**src/shared/ccu_pkg.sv**
```systemverilog
// Contract
// - Capture time base is a selected 16-bit timer
// - Timer clocks: system, quarter, secondary, pin
// - Internal-clocked timer holds count in sleep
// - After sleep timer resumes from held count
// - Capture works in sleep with external timer clock
// - Compare value against selected timer every cycle
// - Match does one configured action only
// - Low 4-bit mode field selects match action
// - Event flag set with match action
// - Value register: separate high and low bytes
// - Unimplemented bits read as zero
// - Capture copies count, sets flag, overwrites
// - Capture edges: fall, rise, 4th, 16th rise
// - Mode 1010 flags only, pin untouched
// - Mode 1011 flags, clears timer, no overflow
package ccu_pkg;

  // ---------------------------------------------------------------
  // Register byte offsets
  // ---------------------------------------------------------------
  localparam logic [7:0] CTRL_BASE    = 8'h00;  // Unit n at CTRL_BASE + 4n
  localparam logic [7:0] VAL_HI_BASE  = 8'h14;  // Unit n at VAL_HI_BASE + 8n
  localparam logic [7:0] VAL_LO_BASE  = 8'h18;  // Unit n at VAL_LO_BASE + 8n
  localparam logic [7:0] TSEL_A_OFS   = 8'h3C;
  localparam logic [7:0] TSEL_B_OFS   = 8'h40;
  localparam logic [7:0] PRIO_OFS     = 8'h44;
  localparam logic [7:0] IRQ_EN_OFS   = 8'h48;
  localparam logic [7:0] IRQ_FLAG_OFS = 8'h4C;
  localparam logic [7:0] TCTL_BASE    = 8'h50;  // Timer t at TCTL_BASE + 4t
  localparam logic [7:0] TCNT_BASE    = 8'h5C;  // Timer t at TCNT_BASE + 4t
  localparam logic [7:0] STATUS_OFS   = 8'h68;
  localparam logic [7:0] MASK_OFS     = 8'h6C;

  // ---------------------------------------------------------------
  // Sizes, reset values and field layouts
  // ---------------------------------------------------------------
  localparam int NUM_UNITS  = 5;
  localparam int NUM_TMRS   = 3;
  localparam int NUM_ENH    = 3;               // Units with the top two control bits
  localparam int NUM_SYNC   = 10;              // 5 unit pins, 3 clock pins, sosc, sleep
  localparam logic [7:0]  BYTE_RST  = 8'h00;
  localparam logic [15:0] WORD_RST  = 16'h0000;
  localparam logic [15:0] CNT_MAX   = 16'hFFFF;
  localparam logic [1:0]  DIV4_LAST = 2'h3;
  localparam logic [3:0]  PRE4_LAST = 4'h3;
  localparam logic [3:0]  PRE16_LAST = 4'hF;
  localparam int STAT_TOVF_POS = 5;            // Timer overflow flags at bits 7:5

  // Mode field codes
  localparam logic [3:0] MODE_OFF     = 4'h0;
  localparam logic [3:0] MODE_TOGGLE  = 4'h2;
  localparam logic [3:0] MODE_CAP_FALL = 4'h4;
  localparam logic [3:0] MODE_CAP_RISE = 4'h5;
  localparam logic [3:0] MODE_CAP_4   = 4'h6;
  localparam logic [3:0] MODE_CAP_16  = 4'h7;
  localparam logic [3:0] MODE_SET     = 4'h8;
  localparam logic [3:0] MODE_CLR     = 4'h9;
  localparam logic [3:0] MODE_SWINT   = 4'hA;
  localparam logic [3:0] MODE_SEV     = 4'hB;

  // Timer clock sources
  localparam logic [1:0] SRC_SYS   = 2'h0;
  localparam logic [1:0] SRC_QUART = 2'h1;
  localparam logic [1:0] SRC_SOSC  = 2'h2;
  localparam logic [1:0] SRC_PIN   = 2'h3;

  // AXI responses
  localparam logic [1:0] RESP_OKAY   = 2'h0;
  localparam logic [1:0] RESP_SLVERR = 2'h2;

  typedef struct packed {
    logic [1:0] enhanced_output_config;
    logic [1:0] pwm_duty_low_bits;
    logic [3:0] unit_mode_field;
  } ccu_ctrl_s;

  typedef struct packed {
    logic [4:0] reserved;
    logic [1:0] src;
    logic       on;
  } ccu_tctl_s;

endpackage
```
**src/rtl/ccu_top.sv**
```systemverilog
// Register access over AXI4-Lite and the address map were left to the implementer.
`timescale 1ns/1ns
module ccu_top (
  input  wire logic        REF_CLK,
  input  wire logic        RST,
  input  wire logic [7:0]  S_AXI_AWADDR,
  input  wire logic        S_AXI_AWVALID,
  output logic             S_AXI_AWREADY,
  input  wire logic [31:0] S_AXI_WDATA,
  input  wire logic [3:0]  S_AXI_WSTRB,
  input  wire logic        S_AXI_WVALID,
  output logic             S_AXI_WREADY,
  output logic [1:0]       S_AXI_BRESP,
  output logic             S_AXI_BVALID,
  input  wire logic        S_AXI_BREADY,
  input  wire logic [7:0]  S_AXI_ARADDR,
  input  wire logic        S_AXI_ARVALID,
  output logic             S_AXI_ARREADY,
  output logic [31:0]      S_AXI_RDATA,
  output logic [1:0]       S_AXI_RRESP,
  output logic             S_AXI_RVALID,
  input  wire logic        S_AXI_RREADY,
  input  wire logic [4:0]  UNIT_PIN_I,
  output logic [4:0]       UNIT_PIN_O,
  output logic [4:0]       UNIT_PIN_OE,
  input  wire logic [2:0]  TIMER_CLOCK_INPUT_PIN,
  input  wire logic        SOSC_IN,
  input  wire logic        SLEEP_IN,
  output logic [4:0]       SPECIAL_EVENT,
  output logic             IRQ
);

  localparam int NU = ccu_pkg::NUM_UNITS;
  localparam int NT = ccu_pkg::NUM_TMRS;

  // ---------------------------------------------------------------
  // Registers and shared nets
  // ---------------------------------------------------------------
  ccu_pkg::ccu_ctrl_s ctrl_reg [NU];
  ccu_pkg::ccu_tctl_s tctl_reg [NT];
  logic [15:0] val_reg      [NU];
  logic [15:0] tcnt_reg     [NT];
  logic [1:0]  unit_tsel    [NU];
  logic [1:0]  unit_tidx    [NU];
  logic [7:0]  tsel_a_reg;
  logic [7:0]  tsel_b_reg;
  logic [2:0]  prio_reg;
  logic [7:0]  status_reg;
  logic [7:0]  mask_reg;
  logic [7:0]  stat_clr;
  logic [NU-1:0] unit_flag_set;
  logic [NU-1:0] unit_sev;
  logic [NT-1:0] tmr_clr_req;
  logic [NT-1:0] tmr_clr_pend_reg;
  logic [NT-1:0] tmr_tick;
  logic [NT-1:0] tmr_ovf;
  logic [1:0]  div4_reg;
  logic        quart_en;

  // ---------------------------------------------------------------
  // Pin synchronisers
  // ---------------------------------------------------------------
  logic [ccu_pkg::NUM_SYNC-1:0] pin_raw;
  logic [ccu_pkg::NUM_SYNC-1:0] sync0_reg;
  logic [ccu_pkg::NUM_SYNC-1:0] sync1_reg;
  logic [ccu_pkg::NUM_SYNC-1:0] prev_reg;
  logic [ccu_pkg::NUM_SYNC-1:0] rise;
  logic [ccu_pkg::NUM_SYNC-1:0] fall;
  logic        sleep_s;

  assign pin_raw = {SLEEP_IN, SOSC_IN, TIMER_CLOCK_INPUT_PIN, UNIT_PIN_I};

  // Two flops before use, third flop only for edge detection
  always_ff @(posedge REF_CLK or posedge RST) begin
    if (RST) begin
      sync0_reg <= '0;
      sync1_reg <= '0;
      prev_reg  <= '0;
    end else begin
      sync0_reg <= pin_raw;
      sync1_reg <= sync0_reg;
      prev_reg  <= sync1_reg;
    end
  end

  assign rise    = sync1_reg & ~prev_reg;
  assign fall    = ~sync1_reg & prev_reg;
  assign sleep_s = sync1_reg[9];

  // ---------------------------------------------------------------
  // AXI4-Lite slave
  // ---------------------------------------------------------------
  logic        aw_hold_reg;
  logic        w_hold_reg;
  logic [7:0]  awaddr_reg;
  logic [31:0] wdata_reg;
  logic [3:0]  wstrb_reg;
  logic        bvalid_reg;
  logic [1:0]  bresp_reg;
  logic        rvalid_reg;
  logic [1:0]  rresp_reg;
  logic [31:0] rdata_reg;
  logic        wr_fire;
  logic        rd_fire;
  logic [31:0] rd_next;
  logic        rd_hit;
  logic        wr_hit;

  // Address and data may arrive in either order; each is parked until both are present
  assign S_AXI_AWREADY = !aw_hold_reg && !bvalid_reg;
  assign S_AXI_WREADY  = !w_hold_reg && !bvalid_reg;
  assign S_AXI_ARREADY = !rvalid_reg;
  assign S_AXI_BVALID  = bvalid_reg;
  assign S_AXI_BRESP   = bresp_reg;
  assign S_AXI_RVALID  = rvalid_reg;
  assign S_AXI_RRESP   = rresp_reg;
  assign S_AXI_RDATA   = rdata_reg;
  assign wr_fire       = aw_hold_reg && w_hold_reg && !bvalid_reg;
  assign rd_fire       = S_AXI_ARVALID && !rvalid_reg;

  // Write channel capture and response
  always_ff @(posedge REF_CLK or posedge RST) begin
    if (RST) begin
      aw_hold_reg <= 1'b0;
      w_hold_reg  <= 1'b0;
      awaddr_reg  <= ccu_pkg::BYTE_RST;
      wdata_reg   <= '0;
      wstrb_reg   <= '0;
      bvalid_reg  <= 1'b0;
      bresp_reg   <= ccu_pkg::RESP_OKAY;
    end else begin
      if (S_AXI_AWVALID && S_AXI_AWREADY) begin
        aw_hold_reg <= 1'b1;
        awaddr_reg  <= S_AXI_AWADDR;
      end
      if (S_AXI_WVALID && S_AXI_WREADY) begin
        w_hold_reg <= 1'b1;
        wdata_reg  <= S_AXI_WDATA;
        wstrb_reg  <= S_AXI_WSTRB;
      end
      if (wr_fire) begin
        aw_hold_reg <= 1'b0;
        w_hold_reg  <= 1'b0;
        bvalid_reg  <= 1'b1;
        bresp_reg   <= wr_hit ? ccu_pkg::RESP_OKAY : ccu_pkg::RESP_SLVERR;
      end else if (bvalid_reg && S_AXI_BREADY) begin
        bvalid_reg <= 1'b0;
      end
    end
  end

  // Read data is registered on the same edge that takes the address
  always_ff @(posedge REF_CLK or posedge RST) begin
    if (RST) begin
      rvalid_reg <= 1'b0;
      rresp_reg  <= ccu_pkg::RESP_OKAY;
      rdata_reg  <= '0;
    end else if (rd_fire) begin
      rvalid_reg <= 1'b1;
      rresp_reg  <= rd_hit ? ccu_pkg::RESP_OKAY : ccu_pkg::RESP_SLVERR;
      rdata_reg  <= rd_next;
    end else if (rvalid_reg && S_AXI_RREADY) begin
      rvalid_reg <= 1'b0;
    end
  end

  // Read mux; narrow registers sit in the low bits, upper bits zero
  always_comb begin
    rd_next = '0;
    rd_hit  = 1'b1;
    case (S_AXI_ARADDR)
      ccu_pkg::TSEL_A_OFS:   rd_next[7:0] = tsel_a_reg;
      ccu_pkg::TSEL_B_OFS:   rd_next[7:0] = tsel_b_reg;
      ccu_pkg::PRIO_OFS:     rd_next[2:0] = prio_reg;
      ccu_pkg::IRQ_EN_OFS:   rd_next[2:0] = mask_reg[4:2];
      ccu_pkg::IRQ_FLAG_OFS: rd_next[2:0] = status_reg[4:2];
      ccu_pkg::STATUS_OFS:   rd_next[7:0] = status_reg;
      ccu_pkg::MASK_OFS:     rd_next[7:0] = mask_reg;
      default:               rd_hit = 1'b0;
    endcase
    for (int u = 0; u < NU; u++) begin
      if (S_AXI_ARADDR == ccu_pkg::CTRL_BASE + 8'(4 * u)) begin
        rd_next[7:0] = ctrl_reg[u];
        rd_hit       = 1'b1;
      end
      if (S_AXI_ARADDR == ccu_pkg::VAL_HI_BASE + 8'(8 * u)) begin
        rd_next[7:0] = val_reg[u][15:8];
        rd_hit       = 1'b1;
      end
      if (S_AXI_ARADDR == ccu_pkg::VAL_LO_BASE + 8'(8 * u)) begin
        rd_next[7:0] = val_reg[u][7:0];
        rd_hit       = 1'b1;
      end
    end
    for (int t = 0; t < NT; t++) begin
      if (S_AXI_ARADDR == ccu_pkg::TCTL_BASE + 8'(4 * t)) begin
        rd_next[7:0] = {5'h0_0, tctl_reg[t].src, tctl_reg[t].on};
        rd_hit       = 1'b1;
      end
      if (S_AXI_ARADDR == ccu_pkg::TCNT_BASE + 8'(4 * t)) begin
        rd_next[15:0] = tcnt_reg[t];
        rd_hit        = 1'b1;
      end
    end
  end

  // Write decode for the error response
  always_comb begin
    wr_hit = (awaddr_reg == ccu_pkg::TSEL_A_OFS) || (awaddr_reg == ccu_pkg::TSEL_B_OFS) ||
             (awaddr_reg == ccu_pkg::PRIO_OFS) || (awaddr_reg == ccu_pkg::IRQ_EN_OFS) ||
             (awaddr_reg == ccu_pkg::IRQ_FLAG_OFS) || (awaddr_reg == ccu_pkg::STATUS_OFS) ||
             (awaddr_reg == ccu_pkg::MASK_OFS);
    for (int u = 0; u < NU; u++) begin
      if ((awaddr_reg == ccu_pkg::CTRL_BASE + 8'(4 * u)) ||
          (awaddr_reg == ccu_pkg::VAL_HI_BASE + 8'(8 * u)) ||
          (awaddr_reg == ccu_pkg::VAL_LO_BASE + 8'(8 * u))) begin
        wr_hit = 1'b1;
      end
    end
    for (int t = 0; t < NT; t++) begin
      if ((awaddr_reg == ccu_pkg::TCTL_BASE + 8'(4 * t)) ||
          (awaddr_reg == ccu_pkg::TCNT_BASE + 8'(4 * t))) begin
        wr_hit = 1'b1;
      end
    end
  end

  // ---------------------------------------------------------------
  // Shared configuration registers
  // ---------------------------------------------------------------
  // unimplemented select bits
  always_ff @(posedge REF_CLK or posedge RST) begin
    if (RST) begin
      tsel_a_reg <= ccu_pkg::BYTE_RST;
      tsel_b_reg <= ccu_pkg::BYTE_RST;
      prio_reg   <= '0;
      mask_reg   <= ccu_pkg::BYTE_RST;
    end else if (wr_fire && wstrb_reg[0]) begin
      case (awaddr_reg)
        ccu_pkg::TSEL_A_OFS: tsel_a_reg <= wdata_reg[7:0] & 8'hDB;
        ccu_pkg::TSEL_B_OFS: tsel_b_reg <= wdata_reg[7:0] & 8'h0F;
        ccu_pkg::PRIO_OFS:   prio_reg   <= wdata_reg[2:0];
        ccu_pkg::IRQ_EN_OFS: mask_reg[4:2] <= wdata_reg[2:0];
        ccu_pkg::MASK_OFS:   mask_reg   <= wdata_reg[7:0];
        default:             mask_reg   <= mask_reg;
      endcase
    end
  end

  assign unit_tsel[0] = tsel_a_reg[1:0];
  assign unit_tsel[1] = tsel_a_reg[4:3];
  assign unit_tsel[2] = tsel_a_reg[7:6];
  assign unit_tsel[3] = tsel_b_reg[1:0];
  assign unit_tsel[4] = tsel_b_reg[3:2];

  // Write-one-clear mask from either status alias
  always_comb begin
    stat_clr = '0;
    if (wr_fire && wstrb_reg[0] && awaddr_reg == ccu_pkg::STATUS_OFS) begin
      stat_clr = wdata_reg[7:0];
    end
    if (wr_fire && wstrb_reg[0] && awaddr_reg == ccu_pkg::IRQ_FLAG_OFS) begin
      stat_clr[4:2] = wdata_reg[2:0];
    end
  end

  // Event status: hardware set wins over a same-cycle write-one clear
  always_ff @(posedge REF_CLK or posedge RST) begin
    if (RST) begin
      status_reg <= ccu_pkg::BYTE_RST;
    end else begin
      status_reg <= (status_reg & ~stat_clr) | {tmr_ovf, unit_flag_set};
    end
  end

  assign IRQ = |(status_reg & mask_reg);

  // ---------------------------------------------------------------
  // Time-base timers
  // ---------------------------------------------------------------
  // quarter-rate enable from a divider
  always_ff @(posedge REF_CLK or posedge RST) begin
    if (RST) begin
      div4_reg <= '0;
    end else begin
      div4_reg <= div4_reg + 2'h1;
    end
  end

  assign quart_en = (div4_reg == ccu_pkg::DIV4_LAST);

  // Clear requests from special event units, grouped per timer
  always_comb begin
    tmr_clr_req = '0;
    for (int u = 0; u < NU; u++) begin
      if (unit_sev[u]) begin
        tmr_clr_req[unit_tidx[u]] = 1'b1;
      end
    end
  end

  genvar t;
  generate
    for (t = 0; t < NT; t++) begin : g_tmr
      logic ext_edge;
      logic cnt_wr;

      // clock choice; internal clocks stall in sleep; external keeps going
      assign ext_edge = (tctl_reg[t].src == ccu_pkg::SRC_SOSC) ? rise[8] : rise[5 + t];
      always_comb begin
        case (tctl_reg[t].src)
          ccu_pkg::SRC_SYS:   tmr_tick[t] = tctl_reg[t].on && !sleep_s;
          ccu_pkg::SRC_QUART: tmr_tick[t] = tctl_reg[t].on && !sleep_s && quart_en;
          default:            tmr_tick[t] = tctl_reg[t].on && ext_edge;
        endcase
      end

      assign cnt_wr = wr_fire && awaddr_reg == ccu_pkg::TCNT_BASE + 8'(4 * t);
      // reset on timer's next edge, overflow flag untouched
      assign tmr_ovf[t] = tmr_tick[t] && !tmr_clr_pend_reg[t] && !tmr_clr_req[t] && !cnt_wr &&
                          tcnt_reg[t] == ccu_pkg::CNT_MAX;

      // count only moves on a tick or a register write, so it resumes where sleep left it
      always_ff @(posedge REF_CLK or posedge RST) begin
        if (RST) begin
          tcnt_reg[t]         <= ccu_pkg::WORD_RST;
          tmr_clr_pend_reg[t] <= 1'b0;
          tctl_reg[t]         <= '0;
        end else begin
          if (wr_fire && wstrb_reg[0] && awaddr_reg == ccu_pkg::TCTL_BASE + 8'(4 * t)) begin
            tctl_reg[t] <= {5'h0_0, wdata_reg[2:0]};
          end
          if (cnt_wr) begin
            if (wstrb_reg[0]) tcnt_reg[t][7:0]  <= wdata_reg[7:0];
            if (wstrb_reg[1]) tcnt_reg[t][15:8] <= wdata_reg[15:8];
            tmr_clr_pend_reg[t] <= 1'b0;
          end else if (tmr_tick[t] && (tmr_clr_pend_reg[t] || tmr_clr_req[t])) begin
            // clear on the next tick, never one past the match
            tcnt_reg[t]         <= ccu_pkg::WORD_RST;
            tmr_clr_pend_reg[t] <= 1'b0;
          end else begin
            if (tmr_tick[t]) tcnt_reg[t] <= tcnt_reg[t] + 16'h0001;
            if (tmr_clr_req[t]) tmr_clr_pend_reg[t] <= 1'b1;
          end
        end
      end
    end
  endgenerate

  // ---------------------------------------------------------------
  // Capture/compare units
  // ---------------------------------------------------------------
  genvar u;
  generate
    for (u = 0; u < NU; u++) begin : g_unit
      logic [3:0]  mode;
      logic [15:0] count;
      logic        is_cap;
      logic        is_cmp;
      logic        cap_evt;
      logic        eq;
      logic        eq_prev_reg;
      logic        match;
      logic [3:0]  pre_reg;
      logic        out_reg;
      logic        sev_reg;
      logic        ctrl_wr;

      assign mode = ctrl_reg[u].unit_mode_field;
      // code 11 falls back to the first timer
      assign unit_tidx[u] = (unit_tsel[u] == 2'h3) ? 2'h0 : unit_tsel[u];
      // time base from the selected timer
      assign count  = tcnt_reg[unit_tidx[u]];
      assign is_cap = (mode[3:2] == 2'b01);
      assign is_cmp = (mode == ccu_pkg::MODE_TOGGLE) || (mode[3:2] == 2'b10);

      // edge choice and prescale; sampling never stops in sleep
      always_comb begin
        case (mode)
          ccu_pkg::MODE_CAP_FALL: cap_evt = fall[u];
          ccu_pkg::MODE_CAP_RISE: cap_evt = rise[u];
          ccu_pkg::MODE_CAP_4:    cap_evt = rise[u] && pre_reg[1:0] == ccu_pkg::PRE4_LAST[1:0];
          ccu_pkg::MODE_CAP_16:   cap_evt = rise[u] && pre_reg == ccu_pkg::PRE16_LAST;
          default:                cap_evt = 1'b0;
        endcase
      end

      // compare every cycle; a held equal count acts once
      assign eq    = is_cmp && (count == val_reg[u]);
      assign match = eq && !eq_prev_reg;
      assign ctrl_wr = wr_fire && wstrb_reg[0] && awaddr_reg == ccu_pkg::CTRL_BASE + 8'(4 * u);

      // flag with the action; capture also flags
      assign unit_flag_set[u] = cap_evt || match;
      assign unit_sev[u]      = match && mode == ccu_pkg::MODE_SEV;
      assign SPECIAL_EVENT[u] = sev_reg;
      assign UNIT_PIN_O[u]    = out_reg;
      // pin only driven by the three pin modes
      assign UNIT_PIN_OE[u]   = (mode == ccu_pkg::MODE_TOGGLE) || (mode == ccu_pkg::MODE_SET) ||
                                (mode == ccu_pkg::MODE_CLR);

      // Control register; prescaler clears outside capture modes
      always_ff @(posedge REF_CLK or posedge RST) begin
        if (RST) begin
          ctrl_reg[u] <= '0;
          pre_reg     <= '0;
          eq_prev_reg <= 1'b0;
          sev_reg     <= 1'b0;
        end else begin
          // mode field in low nibble; top bits absent on standard units
          if (ctrl_wr) begin
            ctrl_reg[u] <= (u < ccu_pkg::NUM_ENH) ? wdata_reg[7:0] : {2'b00, wdata_reg[5:0]};
          end
          if (!is_cap) pre_reg <= '0;
          else if (rise[u]) pre_reg <= pre_reg + 4'h1;
          eq_prev_reg <= eq;
          sev_reg     <= unit_sev[u];
        end
      end

      // one action per match; clearing the mode forces the latch low
      always_ff @(posedge REF_CLK or posedge RST) begin
        if (RST) begin
          out_reg <= 1'b0;
        end else if (mode == ccu_pkg::MODE_OFF) begin
          out_reg <= 1'b0;
        end else if (match) begin
          case (mode)
            ccu_pkg::MODE_TOGGLE: out_reg <= !out_reg;
            ccu_pkg::MODE_SET:    out_reg <= 1'b1;
            ccu_pkg::MODE_CLR:    out_reg <= 1'b0;
            default:              out_reg <= out_reg;
          endcase
        end
      end

      // byte-wide access; capture overwrites, winning over a write
      always_ff @(posedge REF_CLK or posedge RST) begin
        if (RST) begin
          val_reg[u] <= ccu_pkg::WORD_RST;
        end else if (cap_evt) begin
          val_reg[u] <= count;
        end else if (wr_fire && wstrb_reg[0]) begin
          if (awaddr_reg == ccu_pkg::VAL_HI_BASE + 8'(8 * u)) val_reg[u][15:8] <= wdata_reg[7:0];
          if (awaddr_reg == ccu_pkg::VAL_LO_BASE + 8'(8 * u)) val_reg[u][7:0]  <= wdata_reg[7:0];
        end
      end
    end
  endgenerate

endmodule

```
**config.mk**
```make
export PLATFORM = sky130hd
export DESIGN_NAME = ccu_top
export DESIGN_NICKNAME = d
export VERILOG_FILES = /design/src/shared/ccu_pkg.sv /design/src/rtl/ccu_top.sv
export SDC_FILE = /design/constraint.sdc
export NUM_CORES = 1
export LEC_CHECK = 0
export BUFFER_PORTS_ARGS = -buffer_cell sky130_fd_sc_hd__buf_2
export CAP_MARGIN = 25
export CORE_UTILIZATION = 35
export CTS_CLUSTER_DIAMETER = 200
export DETAILED_ROUTE_END_ITERATION = 10
export MAX_ROUTING_LAYER = met4
export SYNTH_ARGS = -nofsm -noshare
export SYNTH_HDL_FRONTEND = slang
export SYNTH_SLANG_ARGS = --single-unit
```
**constraint.sdc**
```tcl
create_clock -name REF_CLK -period 11.35 [get_ports REF_CLK]
set_clock_uncertainty 0.15 [all_clocks]
set_input_delay 2.27 -clock REF_CLK [delete_from_list [all_inputs] [get_ports REF_CLK]]
set_output_delay 2.27 -clock REF_CLK [all_outputs]
set_load 0.005 [all_outputs]
```
==> run_results.csv, run 1 <==
group,metric,value,unit
outcome,status,"complete, no violations",
flow_run,maxCapViolCount,0,
sta,fin_crit,4.90,ns
sta,timing.fmax,204,MHz
hold_path,worstHoldEndpoint,"sync1_reg[6]$_DFF_PP0_",
hold_path,holdPathStages,0,
route,dr.pass1.iters,6,
place,portBuffers,89,
grt,antenna_found_initial,3,
critical_path,r2r-start,"tsel_a_reg[4]$_DFFE_PP0P_",
place,place_congestion,1.03,
clocking,htreeDepth,2,
critical_path,worst-path-max-fanout,12,
floorplan,core_area,58100,sq um
yosys,synth_edf_count,0,
grt,grt_pass1_vias,18500,
clocking,cts_tree,"yes",
floorplan,num_rows,88,
yosys,yosys_warnings,0,
sta,setup_viol,0,
yosys,ys_top_cells_by_area,"dfrtp_1 (38%), mux2i_1 (7.8%), mux2_2 (6.5%)",
clocking,cts_root_buf,"clkbuf_16",
critical_path,rr_endpoint,"tcnt_reg[18]$_DFFE_PP0P_",
sta,tightest_slew,1.08,ns
place,postPlaceCellArea,21800,sq um
critical_path,crit_type,"input port to flop",
layout,final_area,23100,sq um
layout,syn2layout_area_growth,11.3,%
critical_path,cp-start-kind,"input port",
route,drt-initial-drc-count,2308,
layout,largest_reg_flops,80,
critical_path,rrSetupSlack,6.47,ns
critical_path,critPathArrivalTime,5.25,ns
yosys,synth-async-reset-ratio,100,%
yosys,synth_top_area_share,38.5,%
clocking,clockBufferDepth,3,
yosys,ys_ff_latch,319,
clocking,worstSkewPairLatency,0.59,ns
route,drt-total-wl,88300,microns
yosys,synthCells,2280,
clocking,path_clk_slew,0.06,ns
clocking,cts_hold_buf,0,
place,dpl.hpwl,61000,microns
hold_path,hold_path.class,"flop to flop",
sta,fin_setup_tns,0,ns
sta,slew_headroom,27.7,%
sta,fin_hold_ws,0.194,ns
floorplan,dieArea,60300,sq um
floorplan,die_w,245,microns
clocking,cts_resized,0,
yosys,ys.flop_type,"dfrtp_1",
power_and_ir_drop,power.density,197,nW/um^2
route,vias,19200,
grt,overflow,0,
layout,drive_gt1_share,16.0,%
yosys,syn_avg_cell_area,9.10,sq um
power_and_ir_drop,ir_worst_vdd,0.000210,V
sta,rsz0062_at_grt,"false",
yosys,syn-cell-area,20700,sq um
critical_path,required,11.70,ns
route,drc,0,
layout,num-fill-cells,5839,
critical_path,crit_path_end_kind,"flop",
grt,grtUsageTotal,29.9,%
sta,fin_crit_sh,43.2,%
route,wl_per_cell,28.7,microns
sta,slew_violations,0,
route,ant_nets,0,
yosys,ys_types,81,
power_and_ir_drop,cellLeakagePower,10.2,nW
critical_path,reg2regPathDepth,12,
floorplan,ioPinCount,126,
yosys,yosysSeqAreaShare,38.5,%
route,vias_per_cell,6.25,
floorplan,start_util,35.7,%
layout,final_nets,2379,
grt,grt_max_degree,87,
sta,hold_violations,0,
clocking,cts_sinks,319,
place,place_inst,3008,
yosys,synth_top_area_cell,"dfrtp_1",
clocking,cts_buffers,40,
layout,final_cells,3078,
grt,grt_pass1_wl,128000,microns
clocking,postCtsSetupBuffers,0,
hold_path,worstHoldStart,"sync0_reg[6]$_DFF_PP0_",
floorplan,die_y,245,microns
cell usage after synthesis, types with 38 or more instances:
| cell | count |
|---|---|
| a22oi_1 | 48 |
| inv_1 | 49 |
| xnor2_1 | 38 |
| nand3_1 | 47 |
| mux2i_1 | 161 |
| mux2_2 | 119 |
| a21oi_1 | 108 |
| nand2_1 | 229 |
| o21ai_0 | 124 |
| dfrtp_1 | 319 |
| o2bb2ai_1 | 50 |
| clkbuf_1 | 147 |
| nor2_1 | 167 |
| xor2_1 | 46 |
| nor3_1 | 46 |
power by group:
group	leakage, nW	total (W)	switching, W	internal [W]
Combinational	5.41	0.00142	0.000859	0.000559
Sequential	4.14	0.00183	0.000479	0.00135
Clock	0.627	0.00130	0.000531	0.000773
metrics by stage:
step | utilization, % | setup slack (ns) | power, W
finish | 39.7 | 6.45 | 0.00455
global route | 39.7 | 6.18 | 0.00474
CTS | 39.7 | 6.33 | 0.00452
detailed placement | 37.5 | 5.92 | 0.00320
global placement | 37.5 | 5.99 | 0.00317
floorplan | - | 0.102 | 0.00256
worst max-delay path, stage by stage:
cell and delay (ns):
buf_2 0.22, or4b_2 0.85, nor2_1 0.64, nand2_1 0.16, nand4_1 0.13, nor2_1 0.07, nor3_1 0.43, o221ai_1 0.31
nand3_1 0.17
layer usage:
metal | global-route usage [%] | wire, microns | vias to the layer above
met5 | - | 0 | -
met4 | 17.6 | 5770 | 0
met3 | 6.12 | 8210 | 282
met2 | 44.0 | 38400 | 1104
met1 | 38.0 | 35900 | 9457
li1 | - | - | 8388
placed cells by master (no fill, tap or decap), types with 38 or more instances in the layout:
cell | synthesis | final
buf_4 | 33 | 70
clkbuf_16 | 0 | 40
dfrtp_1 | 319 | 317
nor3_1 | 46 | 46
a22oi_1 | 48 | 48
nand3_1 | 47 | 47
nand2_1 | 229 | 229
xnor2_1 | 38 | 38
buf_2 | 20 | 89
o2bb2ai_1 | 50 | 50
nor2_1 | 167 | 165
inv_1 | 49 | 48
mux2i_1 | 161 | 161
a21oi_1 | 108 | 108
o21ai_0 | 124 | 124
mux2_2 | 119 | 119
xor2_1 | 46 | 46
final cells by class:
| class | instances | area, sq um | share of cell area, % |
|---|---|---|---|
| Tap cell | 765 | 957 | 4.15 |
| Antenna cell | 1 | 2.50 | 0.0108 |
| Timing Repair Buffer | 160 | 976 | 4.23 |
| Multi-Input combinational cell | 1716 | 11700 | 50.6 |
| Clock inverter | 11 | 176 | 0.764 |
| Clock buffer | 57 | 1110 | 4.83 |
| Sequential cell | 319 | 7990 | 34.6 |
| Inverter | 49 | 191 | 0.829 |
how the worst max path moves through the flow:
| stage | start | end | slack (ns) | cells past startpoint |
|---|---|---|---|---|
| CTS | tsel_b_reg[1]$_DFFE_PP0P_ | tcnt_reg[42]$_DFFE_PP0P_ | 6.33 | 12 |
| floorplan | RST | S_AXI_BRESP[1]$_DFFE_PP0P_ | 0.10 | 1 |
| global placement | S_AXI_ARADDR[2] | S_AXI_RDATA[6]$_DFFE_PP0P_ | 5.99 | 9 |
| detailed placement | S_AXI_ARADDR[2] | S_AXI_RDATA[6]$_DFFE_PP0P_ | 5.92 | 9 |
| global route | tsel_a_reg[4]$_DFFE_PP0P_ | tcnt_reg[15]$_DFFE_PP0P_ | 6.18 | 13 |
| finish | S_AXI_ARADDR[2] | S_AXI_RDATA[6]$_DFFE_PP0P_ | 6.45 | 9 |
cells by family (layout without fill, tap and decap cells):
group,Yosys count,in the layout,synth area share (%)
AOI/OAI and AO/OA,576,576,19.0
xor gates and xnor gates,84,84,3.55
adders and majority gates,24,24,1.45
buffers and inverters,262,277,5.74
DFF,319,319,38.5
muxes,281,281,14.3
other,1,19,0.0181
and+or+nand+nor,733,733,17.5
Power figures use the tool's default switching activity.
==> run 2, diff against run 1 <==
--- a/config.mk
+++ b/config.mk
@@ -5,6 +5,7 @@
 export SDC_FILE = /design/constraint.sdc
 export NUM_CORES = 1
 export LEC_CHECK = 0
+export ABC_AREA = 1
 export BUFFER_PORTS_ARGS = -buffer_cell sky130_fd_sc_hd__buf_2
 export CAP_MARGIN = 25
 export CORE_UTILIZATION = 35
==> constraint.sdc (replaced) <==
create_clock -name REF_CLK -period 4.1 [get_ports REF_CLK]
set_clock_uncertainty 0.15 [all_clocks]
set_input_delay 0.82 -clock REF_CLK [delete_from_list [all_inputs] [get_ports REF_CLK]]
set_output_delay 0.82 -clock REF_CLK [all_outputs]
set_load 0.005 [all_outputs]
==> run_results.csv, run 2 <==
group,metric,value,unit
yosys,synth_commonest_cells,"nand2_1 (691), dfrtp_1 (319), inv_1 (319)",
yosys,syn_avg_cell_area,7.18,sq um
critical_path,crit_path_end_kind,"flop",
sta,fin_crit,3.82,ns
critical_path,slowest_delay,0.46,ns
layout,final_nets,3062,
sta,tightest_slew,1.09,ns
layout,num_antenna_cells,0,
grt,grt_pass1_vias,18900,
power_and_ir_drop,cellLeakagePower,10.9,nW
floorplan,dieArea,58800,sq um
layout,syn2layout_area_growth,15.7,%
sta,timing.fmax,262,MHz
outcome,status,"complete, no violations",
critical_path,critPathArrivalTime,4.17,ns
sta,setup_viol,0,
grt,grtUsageTotal,28.5,%
yosys,ys_top_cells_by_area,"dfrtp_1 (39%), nand2_1 (13%), inv_1 (5.9%)",
yosys,synth-async-reset-ratio,100,%
route,wl_per_cell,21.9,microns
critical_path,crit_path_cell_trace,"inv_1 > ha_1 > inv_6 > nand2_4 > o21ai_0 > buf_4 > inv_1 > or2_2 > nand4_1 > nor3_2 > nand3_2 > nor2_4 > nand2_4 > nor2_4 > nand2_1 > o21ai_0 > nor2_1 > nand2_1 > nand2_2 > nand3_1 > a21oi_1",
yosys,yosys_warnings,0,
yosys,synthCells,2821,
power_and_ir_drop,power.density,597,nW/um^2
sta,rsz0062_at_grt,"false",
clocking,cts_root_buf,"clkbuf_16",
yosys,ys.flop_type,"dfrtp_1",
yosys,synthAdderAreaFrac,1.48,%
yosys,synthMuxAreaShare,0.723,%
floorplan,num_rows,87,
layout,regArea,7980,sq um
yosys,yosysMostFrequentCell,"nand2_1",
place,place_congestion,1.05,
place,dpl.hpwl,60700,microns
route,vias,20400,
sta,fin_crit_sh,93.1,%
clocking,worstSkewPairLatency,0.58,ns
yosys,ys_ff_latch,319,
floorplan,die_y,243,microns
route,drt-initial-drc-count,2025,
yosys,yosysSeqAreaShare,39.4,%
yosys,synth_edf_count,0,
critical_path,crit_type,"flop to flop",
clocking,path_clk_slew,0.06,ns
clocking,clockBufferDepth,3,
clocking,postCtsSetupBuffers,0,
clocking,cts_buffers,40,
critical_path,required,4.45,ns
layout,final_common_cell,"nand2_1",
sta,fin_setup_tns,0,ns
critical_path,crit_family,"simple AND/OR/NAND/NOR gates",
place,postPlaceCellArea,22000,sq um
route,ant_nets,0,
yosys,synthXorXnorAreaFrac,2.90,%
layout,final_area,23400,sq um
yosys,synth_compound_area_share,17.5,%
grt,antenna_found_initial,2,
route,dr.pass1.iters,6,
power_and_ir_drop,ir_worst_vdd,0.000481,V
layout,num-fill-cells,5954,
yosys,synth_top_family_by_area,"simple AND/OR/NAND/NOR gates",
flow_run,maxCapViolCount,0,
yosys,synth_top_area_share,39.4,%
clocking,cts_resized,0,
floorplan,die_w,243,microns
yosys,synth_top_area_cell,"dfrtp_1",
route,vias_per_cell,5.43,
sta,slew_violations,0,
layout,mostFrequentLayoutCells,"nand2_1 (691), dfrtp_1 (319), inv_1 (318), nor2_1 (279), a21oi_1 (213)",
floorplan,core_area,56800,sq um
floorplan,ioPinCount,126,
critical_path,cp-start-kind,"flop",
grt,overflow,0,
clocking,htreeDepth,2,
clocking,cts_sinks,319,
place,portBuffers,89,
yosys,ys_types,64,
yosys,syn-cell-area,20300,sq um
route,drc,0,
sta,hold_violations,0,
layout,multiInputGateArea,10300,sq um
route,drt-total-wl,82100,microns
layout,drive_gt1_share,12.6,%
clocking,cts_tree,"yes",
critical_path,worst-path-max-fanout,16,
hold_path,hold_path.class,"input port to flop",
floorplan,start_util,35.6,%
critical_path,crit_slowest_cell,"dfrtp_1",
yosys,yosys.area_share.simple,28.0,%
clocking,cts_hold_buf,0,
layout,largest_reg_flops,80,
critical_path,crit_buf_inv,4,
sta,slew_headroom,27.1,%
grt,grt_pass1_wl,122000,microns
grt,grt_max_degree,64,
## run 2: cell count changes after synthesis, moves of 49 or more
cell       before  now
inv_1          49  319
nand2_1       229  691
o2bb2ai_1      50    1
mux2i_1       161    0
mux2_2        119   13
clkbuf_1      147   43
a21oi_1       108  213
o21ai_1         2   61
nand3_1        47  181
nor2_1        167  280
o21ai_0       124  201
## run 2: final cells by class
class | instances | share of cell area [%]
multi-input combinational | 2066 | 44.1
sequential | 319 | 34.1
timing repair buffer | 201 | 6.01
inverter | 341 | 5.55
clock buffer | 53 | 4.74
tap | 756 | 4.04
clock inverter | 21 | 1.51
## run 2: cells by family after synthesis
logic type      after synthesis
compound gates              625
xor+xnor                     67
fa+ha+maj                    24
buf+inv                     453
flops                       319
mux                          13
other cells                   1
simple gates               1319
## run 2: metrics by stage
stage / std cells / worst slack (ns) / hold slack [ns] / total power [W] / utilization [%]
6_report: 3757 / 0.282 / 0.192 / 0.0140 / 41.2
5_1_grt: 3757 / 0.145 / 0.174 / 0.0146 / 41.2
3_5_place_dp: 3683 / 0.326 / 0.186 / 0.00984 / 38.6
3_3_place_gp: 3680 / 0.333 / 0.182 / 0.00976 / 38.5
2_1_floorplan: 2838 / -1.12 / 0.181 / 0.00761 / -
4_1_cts: 3757 / 0.369 / 0.172 / 0.0138 / 41.2
## run 2: where the power goes
part	internal, W	switching (W)	total [W]
Clock	0.00248	0.00149	0.00398
Combinational	0.00172	0.00360	0.00532
Sequential	0.00377	0.000912	0.00468
Total	0.00798	0.00601	0.0140
## run 2: worst reg2reg max path, cell delays in order, from the launching register on
cell and delay [ns]:
dfrtp_1 0.46, inv_1 0.11, ha_1 0.27, inv_6 0.16
nand2_4 0.11, o21ai_0 0.29, buf_4 0.17, inv_1 0.06
or2_2 0.29, nand4_1 0.10, nor3_2 0.05, nand3_2 0.09
nor2_4 0.05, nand2_4 0.07, nor2_4 0.05, nand2_1 0.05
o21ai_0 0.07, nor2_1 0.27, nand2_1 0.23, nand2_2 0.33
nand3_1 0.12, a21oi_1 0.18
## run 2: worst paths after layout
check,from,end,slack (ns),cells after the start
setup / recovery,tsel_a_reg[4]$_DFFE_PP0P_,tcnt_reg[7]$_DFFE_PP0P_,0.28,21
hold reg to reg,sync0_reg[1]$_DFF_PP0_,sync1_reg[1]$_DFF_PP0_,0.20,0
hold / removal,SLEEP_IN,sync0_reg[9]$_DFF_PP0_,0.19,1
setup reg to reg,tsel_a_reg[4]$_DFFE_PP0P_,tcnt_reg[7]$_DFFE_PP0P_,0.28,21
min in group asynchronous,RST,awaddr_reg[1]$_DFFE_PP0P_,0.30,2
max in group asynchronous,RST,val_reg[13]$_DFFE_PP0P_,2.62,3
## run 2: routing by layer
metal,part of all wire [%],global-route usage (%)
met5,0,-
met4,4.8,11.7
met3,9.7,5.97
met2,43,41.7
met1,43,38.0
